--- config.mk ---
export PLATFORM = sky130hd
export DESIGN_NAME = pcor_regs
export DESIGN_NICKNAME = d
export VERILOG_FILES = /design/src/pcor_regs.v /design/src/pcor_set_mem.v
export VERILOG_INCLUDE_DIRS = /design/src /design/src/src
export SDC_FILE = /design/constraint.sdc
export NUM_CORES = 1
export LEC_CHECK = 0
export ABC_AREA = 1
export CAP_MARGIN = 10
export CORE_AREA = 2 2 242 244
export DETAILED_ROUTE_END_ITERATION = 10
export DIE_AREA = 0 0 244 246
export DONT_BUFFER_PORTS = 1
export GPL_TIMING_DRIVEN = 0
export REMOVE_ABC_BUFFERS = 1
export SYNTH_ARGS = -nofsm -noshare
export SYNTH_HDL_FRONTEND = slang
export SYNTH_SLANG_ARGS = --single-unit
--- constraint.sdc ---
create_clock -name mclk -period 5.65 [get_ports mclk]
set_input_delay 1.13 -clock mclk [delete_from_list [all_inputs] [get_ports mclk]]
set_output_delay 1.13 -clock mclk [all_outputs]
set_load 0.05 [all_outputs]
--- src/pcor_consts.vh ---
// Purpose: Constants for the configuration and override register group.
// Assumes: Command-code register access, 8-bit codes, 200 MHz clock.
// Notes: Definitions only.
`ifndef PCOR_CONSTS_VH
`define PCOR_CONSTS_VH
`define PCOR_CMD_STRAP 8'hee
`define PCOR_CMD_ADDR 8'hef
`define PCOR_CMD_CRC 8'hf0
`define PCOR_CMD_FINJ 8'hf1
`define PCOR_B_STACK 12
`define PCOR_B_SYNC 11
`define PCOR_B_COMP 9
`define PCOR_B_ADDR 8
`define PCOR_B_PHASE 5
`define PCOR_B_SOFT 3
`define PCOR_B_OC 2
`define PCOR_B_RATE 1
`define PCOR_B_OUTPUT_VOLTAGE_SOURCE_BIT 0
`define PCOR_STRAP_MASK 16'h1fff
`define PCOR_STRAP_RST 16'h0000
`define PCOR_RSV_A0 7'h0c
`define PCOR_RSV_A1 7'h28
`define PCOR_RSV_A2 7'h37
`define PCOR_RSV_A3 7'h61
`define PCOR_CRC_POLY 16'h8005
`define PCOR_CRC_INIT 16'h0000
`define PCOR_FINJ_RST 16'h0000
`define PCOR_B_FPERSIST 15
`define PCOR_B_WPERSIST 7
`define PCOR_FAULT_MASK 16'h5f00
`define PCOR_WARN_MASK 16'h001b
`define PCOR_B_INJ_LOCK 11
`define PCOR_B_INJ_OVF 8
`define PCOR_SET_WORDS 16
`endif

--- src/pcor_regs.v ---
// Purpose: Configuration override, bus address, checksum and fault injection.
// Assumes: A bus engine presents decoded command codes with strobes.
// Notes: Settings reload from the registered strap word one cycle after the boot or restore pulse.
`timescale 1ns/1ps
`include "pcor_consts.vh"
// Overview of operation
// - Bit 12 selects stack setting source.
// - Bit 11 selects clock sync source.
// - Bit 9 selects compensation source.
// - Bit 8 selects bus address source.
// - Bit 5 selects phase offset source.
// - Bit 3 selects soft start source.
// - Bit 2 selects both overcurrent thresholds.
// - Bit 1 selects switching rate source.
// - Bit 0 selects output voltage group source.
// - New address takes effect at the end of the transfer.
// - Address bit 7 reads zero.
// - Reserved addresses are refused.
// - Address uses single-byte transactions.
// - Checksum is CRC-16, polynomial 0x8005.
// - Checksum recomputed at boot, store, restore.
// - Checksum is read-only, two-byte read.
// - Injection bits force detector outputs.
// - Bit 15 makes injected faults persist.
// - Bit 7 makes injected warnings persist.
// - Only lockout, overvoltage inject while disabled.
module pcor_regs #(
    parameter SET_WORDS = `PCOR_SET_WORDS,
    parameter SET_AW = 4
) (
    // Clock and reset
    input wire mclk,
    input wire resetn,
    // Command register access
    input wire cmd_wr,
    input wire cmd_rd,
    input wire [7:0] cmd_code,
    input wire [15:0] cmd_wdata,
    input wire [1:0] cmd_nbytes,
    input wire xfer_done,
    output reg [15:0] cmd_rdata,
    output reg cmd_ack,
    output reg invalid_data_r,
    input wire invalid_data_clr,
    // Address match
    input wire [6:0] addr_probe,
    output wire addr_match,
    output reg [6:0] bus_addr_r,
    // Power-up and restore control
    input wire boot,
    input wire restore,
    input wire store,
    input wire [15:0] nvm_strap,
    // Stored settings image
    input wire set_wr,
    input wire [SET_AW-1:0] set_waddr,
    input wire [15:0] set_wdata,
    // Stored and pin-detected setting values
    input wire [3:0] nvm_stack,
    input wire [3:0] pin_stack,
    input wire [3:0] nvm_sync,
    input wire [3:0] pin_sync,
    input wire [7:0] nvm_comp,
    input wire [7:0] pin_comp,
    input wire [6:0] nvm_addr,
    input wire [6:0] pin_addr,
    input wire [3:0] nvm_phase,
    input wire [3:0] pin_phase,
    input wire [15:0] nvm_soft,
    input wire [15:0] pin_soft,
    input wire [31:0] nvm_oc,
    input wire [31:0] pin_oc,
    input wire [15:0] nvm_rate,
    input wire [15:0] pin_rate,
    input wire [63:0] nvm_output_voltage_source_bit,
    input wire [63:0] pin_output_voltage_source_bit,
    // Reloaded settings
    output reg [3:0] stack_setting_r,
    output reg [3:0] sync_setting_r,
    output reg [7:0] comp_setting_r,
    output reg [3:0] phase_offset_setting_r,
    output reg [15:0] soft_start_time_r,
    output reg [15:0] overcurrent_fault_threshold_r,
    output reg [15:0] overcurrent_warning_threshold_r,
    output reg [15:0] switching_rate_r,
    output reg [15:0] output_voltage_target_r,
    output reg [15:0] feedback_scale_r,
    output reg [15:0] output_voltage_ceiling_r,
    output reg [15:0] output_voltage_floor_r,
    // Checksum
    output reg [15:0] settings_crc_r,
    output wire crc_busy,
    // Fault detectors
    input wire conv_en,
    input wire fault_response,
    input wire warn_response,
    input wire [15:0] det_in,
    output reg [15:0] det_out_r
);
    reg [15:0] strap_r;
    reg [15:0] finj_r;
    reg [6:0] pend_addr_r;
    reg pend_r;
    reg load_r;
    reg [1:0] crc_st_r;
    reg [SET_AW:0] crc_idx_r;
    reg [15:0] crc_acc_r;
    reg [15:0] crc_word;
    reg [15:0] crc_nxt;
    reg [15:0] inj_eff;
    integer i;
    wire reload = boot | restore;
    wire [15:0] rd_word;
    wire addr_rsv;
    wire [6:0] waddr = cmd_wdata[6:0];

    localparam ST_IDLE = 2'd0;
    localparam ST_READ = 2'd1;
    localparam ST_CALC = 2'd2;

    assign addr_rsv = (waddr == `PCOR_RSV_A0) | (waddr == `PCOR_RSV_A1) |
                      (waddr == `PCOR_RSV_A2) | (waddr == `PCOR_RSV_A3);

    assign addr_match = (addr_probe == bus_addr_r);
    assign crc_busy = (crc_st_r != ST_IDLE);

    pcor_set_mem #(
        .DW(16),
        .DEPTH(SET_WORDS),
        .AW(SET_AW)
    ) u_mem (
        .mclk(mclk),
        .wr_en(set_wr),
        .wr_addr(set_waddr),
        .wr_data(set_wdata),
        .rd_addr(crc_idx_r[SET_AW-1:0]),
        .rd_data(rd_word)
    );

    // Register writes and the bus address.
    always @(posedge mclk or negedge resetn) begin
        if (!resetn) begin
            strap_r <= `PCOR_STRAP_RST;
            bus_addr_r <= 7'h00;
            pend_addr_r <= 7'h00;
            pend_r <= 1'b0;
            invalid_data_r <= 1'b0;
            load_r <= 1'b0;
        end else begin
            load_r <= reload;
            if (reload) begin
                strap_r <= nvm_strap & `PCOR_STRAP_MASK;
            end else if (cmd_wr && cmd_code == `PCOR_CMD_STRAP) begin
                strap_r <= cmd_wdata & `PCOR_STRAP_MASK;
            end
            if (cmd_wr && cmd_code == `PCOR_CMD_ADDR &&
                (addr_rsv || cmd_nbytes != 2'd1)) begin
                invalid_data_r <= 1'b1;
            end else if (invalid_data_clr) begin
                invalid_data_r <= 1'b0;
            end
            if (pend_r && xfer_done) begin
                bus_addr_r <= pend_addr_r;
                pend_r <= 1'b0;
            end
            // Single-byte write only; a new request wins.
            if (cmd_wr && cmd_code == `PCOR_CMD_ADDR && !addr_rsv &&
                cmd_nbytes == 2'd1) begin
                pend_addr_r <= waddr;
                pend_r <= 1'b1;
            end
            if (reload) begin
                // Source bit from the reloaded strap word.
                bus_addr_r <= nvm_strap[`PCOR_B_ADDR] ? pin_addr : nvm_addr;
                pend_r <= 1'b0;
            end
        end
    end

    // Settings reload on power-up or restore.
    always @(posedge mclk or negedge resetn) begin
        if (!resetn) begin
            stack_setting_r <= 4'h0;
            sync_setting_r <= 4'h0;
            comp_setting_r <= 8'h00;
            phase_offset_setting_r <= 4'h0;
            soft_start_time_r <= 16'h0000;
            overcurrent_fault_threshold_r <= 16'h0000;
            overcurrent_warning_threshold_r <= 16'h0000;
            switching_rate_r <= 16'h0000;
            output_voltage_target_r <= 16'h0000;
            feedback_scale_r <= 16'h0000;
            output_voltage_ceiling_r <= 16'h0000;
            output_voltage_floor_r <= 16'h0000;
        end else if (load_r) begin
            stack_setting_r <= strap_r[`PCOR_B_STACK] ? pin_stack : nvm_stack;
            sync_setting_r <= strap_r[`PCOR_B_SYNC] ? pin_sync : nvm_sync;
            comp_setting_r <= strap_r[`PCOR_B_COMP] ? pin_comp : nvm_comp;
            phase_offset_setting_r <= strap_r[`PCOR_B_PHASE] ?
                                      pin_phase : nvm_phase;
            soft_start_time_r <= strap_r[`PCOR_B_SOFT] ? pin_soft : nvm_soft;
            {overcurrent_fault_threshold_r, overcurrent_warning_threshold_r} <=
                strap_r[`PCOR_B_OC] ? pin_oc : nvm_oc;
            switching_rate_r <= strap_r[`PCOR_B_RATE] ? pin_rate : nvm_rate;
            {output_voltage_target_r, feedback_scale_r,
             output_voltage_ceiling_r, output_voltage_floor_r} <=
                strap_r[`PCOR_B_OUTPUT_VOLTAGE_SOURCE_BIT] ? pin_output_voltage_source_bit : nvm_output_voltage_source_bit;
        end
    end

    // CRC-16 step over one stored word, MSB first.
    always @* begin
        crc_word = crc_acc_r;
        for (i = 15; i >= 0; i = i - 1) begin
            if (crc_word[15] ^ rd_word[i]) begin
                crc_word = {crc_word[14:0], 1'b0} ^ `PCOR_CRC_POLY;
            end else begin
                crc_word = {crc_word[14:0], 1'b0};
            end
        end
        crc_nxt = crc_word;
    end

    always @(posedge mclk or negedge resetn) begin
        if (!resetn) begin
            crc_st_r <= ST_IDLE;
            crc_idx_r <= {(SET_AW+1){1'b0}};
            crc_acc_r <= `PCOR_CRC_INIT;
            settings_crc_r <= `PCOR_CRC_INIT;
        end else begin
            case (crc_st_r)
                ST_IDLE: begin
                    if (boot || store || restore) begin
                        crc_idx_r <= {(SET_AW+1){1'b0}};
                        crc_acc_r <= `PCOR_CRC_INIT;
                        crc_st_r <= ST_READ;
                    end
                end
                ST_READ: begin
                    crc_st_r <= ST_CALC;
                end
                ST_CALC: begin
                    crc_acc_r <= crc_nxt;
                    if (crc_idx_r == SET_WORDS - 1) begin
                        settings_crc_r <= crc_nxt;
                        crc_st_r <= ST_IDLE;
                    end else begin
                        crc_idx_r <= crc_idx_r + 1'b1;
                        crc_st_r <= ST_READ;
                    end
                end
                default: crc_st_r <= ST_IDLE;
            endcase
        end
    end

    // Fault injection register and auto-clear.
    always @(posedge mclk or negedge resetn) begin
        if (!resetn) begin
            finj_r <= `PCOR_FINJ_RST;
        end else if (cmd_wr && cmd_code == `PCOR_CMD_FINJ) begin
            finj_r <= cmd_wdata;
        end else begin
            if (fault_response && !finj_r[`PCOR_B_FPERSIST]) begin
                finj_r <= finj_r & ~`PCOR_FAULT_MASK;
            end
            if (warn_response && !finj_r[`PCOR_B_WPERSIST]) begin
                finj_r <= finj_r & ~`PCOR_WARN_MASK;
            end
            if (fault_response && !finj_r[`PCOR_B_FPERSIST] &&
                warn_response && !finj_r[`PCOR_B_WPERSIST]) begin
                finj_r <= finj_r & ~(`PCOR_FAULT_MASK | `PCOR_WARN_MASK);
            end
        end
    end

    always @* begin
        inj_eff = finj_r & (`PCOR_FAULT_MASK | `PCOR_WARN_MASK);
        if (!conv_en) begin
            inj_eff = inj_eff & ((16'h0001 << `PCOR_B_INJ_LOCK) |
                                 (16'h0001 << `PCOR_B_INJ_OVF));
        end
    end

    always @(posedge mclk or negedge resetn) begin
        if (!resetn) begin
            det_out_r <= 16'h0000;
        end else begin
            det_out_r <= det_in | inj_eff;
        end
    end

    // Read data and acknowledge.
    always @(posedge mclk or negedge resetn) begin
        if (!resetn) begin
            cmd_rdata <= 16'h0000;
            cmd_ack <= 1'b0;
        end else begin
            cmd_ack <= 1'b0;
            if (cmd_rd) begin
                cmd_ack <= 1'b1;
                case (cmd_code)
                    `PCOR_CMD_STRAP: cmd_rdata <= strap_r;
                    `PCOR_CMD_ADDR: cmd_rdata <= {9'h000, bus_addr_r};
                    `PCOR_CMD_CRC: cmd_rdata <= settings_crc_r;
                    `PCOR_CMD_FINJ: cmd_rdata <= finj_r;
                    default: begin
                        cmd_rdata <= 16'h0000;
                        cmd_ack <= 1'b0;
                    end
                endcase
            end else if (cmd_wr) begin
                cmd_ack <= (cmd_code == `PCOR_CMD_STRAP) ||
                           (cmd_code == `PCOR_CMD_FINJ) ||
                           (cmd_code == `PCOR_CMD_ADDR);
            end
        end
    end
endmodule // pcor_regs

--- src/pcor_set_mem.v ---
// Purpose: Small stored-settings memory, one write and one read port.
// Assumes: Read data registered, one cycle latency.
// Notes: Holds the nonvolatile settings image seen by the checksum engine.
`timescale 1ns/1ps
module pcor_set_mem #(
    parameter DW = 16,
    parameter DEPTH = 16,
    parameter AW = 4
) (
    // Clock
    input wire mclk,
    // Write port
    input wire wr_en,
    input wire [AW-1:0] wr_addr,
    input wire [DW-1:0] wr_data,
    // Read port
    input wire [AW-1:0] rd_addr,
    output reg [DW-1:0] rd_data
);
    reg [DW-1:0] mem [0:DEPTH-1];

    always @(posedge mclk) begin
        if (wr_en) begin
            mem[wr_addr] <= wr_data;
        end
        rd_data <= mem[rd_addr];
    end
endmodule // pcor_set_mem

==> flow_summary.toml <==
[outcome]
outcome = "complete, no violations"

[pwr]
internal_power_mw = 7.61
p_leak_nw = 9.96
swShare = 0.379
power_mw = 12.2
clkPwrFrac = 0.310
pwr-share-comb = 0.246
p_switching_mw = 4.64
power_density_nw_per_um2 = 476
irDropWorstVdd_v = 0.000399
power_frac_seq = 0.444

[die]
die_y_um = 246
start_util = 0.394
num_io_pins = 615
placementRows = 88
design.core.area_um2 = 57400
die_w_um = 244
die_area_um2 = 60000

[sta]
rsz0062_at_grt = "no"
maxSlewViolCount = 0
setup_viol = 0
final.setup.tns_ps = 0
final_hold_viol_count = 0
period_minus_slack_ps = 3360
fmax_ghz = 0.297
worst_pin_slew_ps = 1210
slew_headroom = 0.195
fin_skew_ps = 46.6
fin_crit_sh = 0.595

[setup_path]
r2r_cells = 8
crit_type = "flop to flop"
critPathCaptureType = "flop"
start_kind = "flop"
worstPathArrival_ps = 3860
worstReg2RegEnd = "settings_crc_r[14]"
cp-startpoint = "crc_idx_r[2]"
cp_max_fo = 25
cp-endpoint = "settings_crc_r[14]"
regToRegStartpoint = "crc_idx_r[2]"
critPathRequiredTime_ps = 6140
reg2reg_slack_ps = 2290

[global_route]
grtUsageTotal = 0.291
grt_overflow = 0
grt_pass1_vias = 16288
grt_pass1_wl_mm = 124
grt_antenna_before_repair = 23
grt_max_degree = 267

[finish]
regArea_um2 = 14700
drive_gt1_frac = 0.0856
nets = 2537
multi_input_area_um2 = 7170
max_flop_register = "u_mem.mem"
mostFrequentLayoutCell = "nand2_1"
area_growth_pct = 13.8
final_cell_mix = "nand2_1 (472), nor2_1 (319), dfrtp_1 (262)"
largest_reg_flops = 256
fill_cells = 5352

[drt]
drt-pass1-iter-count = 5
routedWlPerCell_um = 30.4
ant_nets = 0
drt-initial-drc-count = 1671
wl_mm = 89.7
vias = 17005
drc = 0
viasPerCell = 5.76

[clock_tree]
cts_tree = "built"
cts_resized = 0
h-tree-depth = 2
cts_made_buffers = 59
cts_max_path_buffers = 3
clock-sinks = 538
cts_root_buf = "clkbuf_16"
clk_latency_ps = 650
clk_pin_slew_ps = 70
cts_hold_buf = 0
cts_setup_buffers = 0

[synthesis]
synthTopCellsByArea = "edfxtp_1 (34%), dfrtp_1 (29%), nand2_1 (7.8%)"
synth_cell_types = 43
syn_inst = 2166
synth_area_um2 = 22600
synth_area_leader_cell = "edfxtp_1"
synth_edf_count = 256
yosysWarnings = 0
synth_area_per_cell_um2 = 10.4
synth_flop_cell = "dfrtp_1"
ys_seq_area_frac = 0.649
synth_top_area_frac = 0.340
synth_async_sr_flop_share = 0.494
ys_ff_latch = 538

[placement]
dp_hpwl_mm = 67.6
portBuffers = 0
gp_congestion = 1.02

[flow_run]
max_cap_violations = 0

[hold_path]
min_path_type = "input port to asynchronous set/reset pin"
-- metal layers --
metal / wire [µm] / GRT usage
met5: 13 / 0
met4: 2470 / 0.0811
met3: 7020 / 0.0627
met2: 41600 / 0.460
met1: 38600 / 0.406
-- kinds of logic (layout without fill, tap and decap cells) --
kind of cell,Yosys count,count (layout),synth area share
AOI/OAI and AO/OA,424,424,0.120
adders and majority gates,2,2,0.00111
muxes,30,30,0.0134
and+or+nand+nor,917,917,0.165
other,0,12,0
xor gates and xnor gates,38,38,0.0154
buffers and inverters,217,225,0.0361
DFF,538,538,0.649
-- worst max-delay path: stages (launching register included) --
cell	delay, ps
dfrtp_1	1140
nand2_1	190
nor2_1	160
ha_1	180
inv_1	40
nor2_1	670
inv_1	560
nand2_1	160
o21ai_0	90
-- through the flow --
step           utilization  worst slack [ps]  hold WS, ps  instances  instance area [µm²]
6_report             0.448              2290          194       2951                25700
5_1_grt              0.448              1990          155       2946                25700
4_1_cts              0.448              2190          151       2938                25700
3_5_place_dp         0.414              1720          447       2830                23700
3_3_place_gp         0.402             -2320          439       2803                23100
2_1_floorplan            -               397          423       2038                22100
-- layout make-up --
| cell class | count | share of cell area |
|---|---|---|
| sequential | 538 | 0.571 |
| multi-input combinational | 1411 | 0.279 |
| clock buffer | 81 | 0.0666 |
| tap | 765 | 0.0372 |
| timing repair buffer | 28 | 0.0236 |
| inverter | 89 | 0.0131 |
| clock inverter | 27 | 0.00890 |
| antenna | 12 | 0.00117 |
-- power by group through the flow --
stage | registers (mW) | clock network [mW] | logic [mW]
4_1_cts | 5.44 | 3.86 | 3.00
2_1_floorplan | 5.40 | 0 | 2.20
5_1_grt | 5.47 | 4.01 | 3.35
6_report | 5.43 | 3.80 | 3.02
3_3_place_gp | 5.63 | 0 | 2.82
3_5_place_dp | 5.52 | 0 | 2.98
-- worst min-delay path by stage --
stage	startpoint	end	slack (ps)	cells after the start
final	resetn	output_voltage_target_r[7]	190	0
after global routing	resetn	output_voltage_target_r[5]	150	0
after CTS	resetn	feedback_scale_r[12]	150	0
after detailed placement	crc_st_r[1]	crc_st_r[1]	450	1
after global placement	crc_st_r[1]	crc_st_r[1]	440	1
after floorplan	crc_st_r[1]	crc_st_r[1]	420	1
-- synthesized netlist by cell type (all sizes together), types with 16 or more instances --
cell type / number
xor2: 22
edfxtp: 256
nand2: 491
xnor2: 16
mux2i: 28
dfxtp: 16
nand3: 70
o32ai: 37
clkbuf: 115
nor2: 337
o221ai: 35
inv: 85
a31oi: 155
o21ai: 141
dfrtp: 266
No activity file was read; power rests on OpenSTA's default activity.
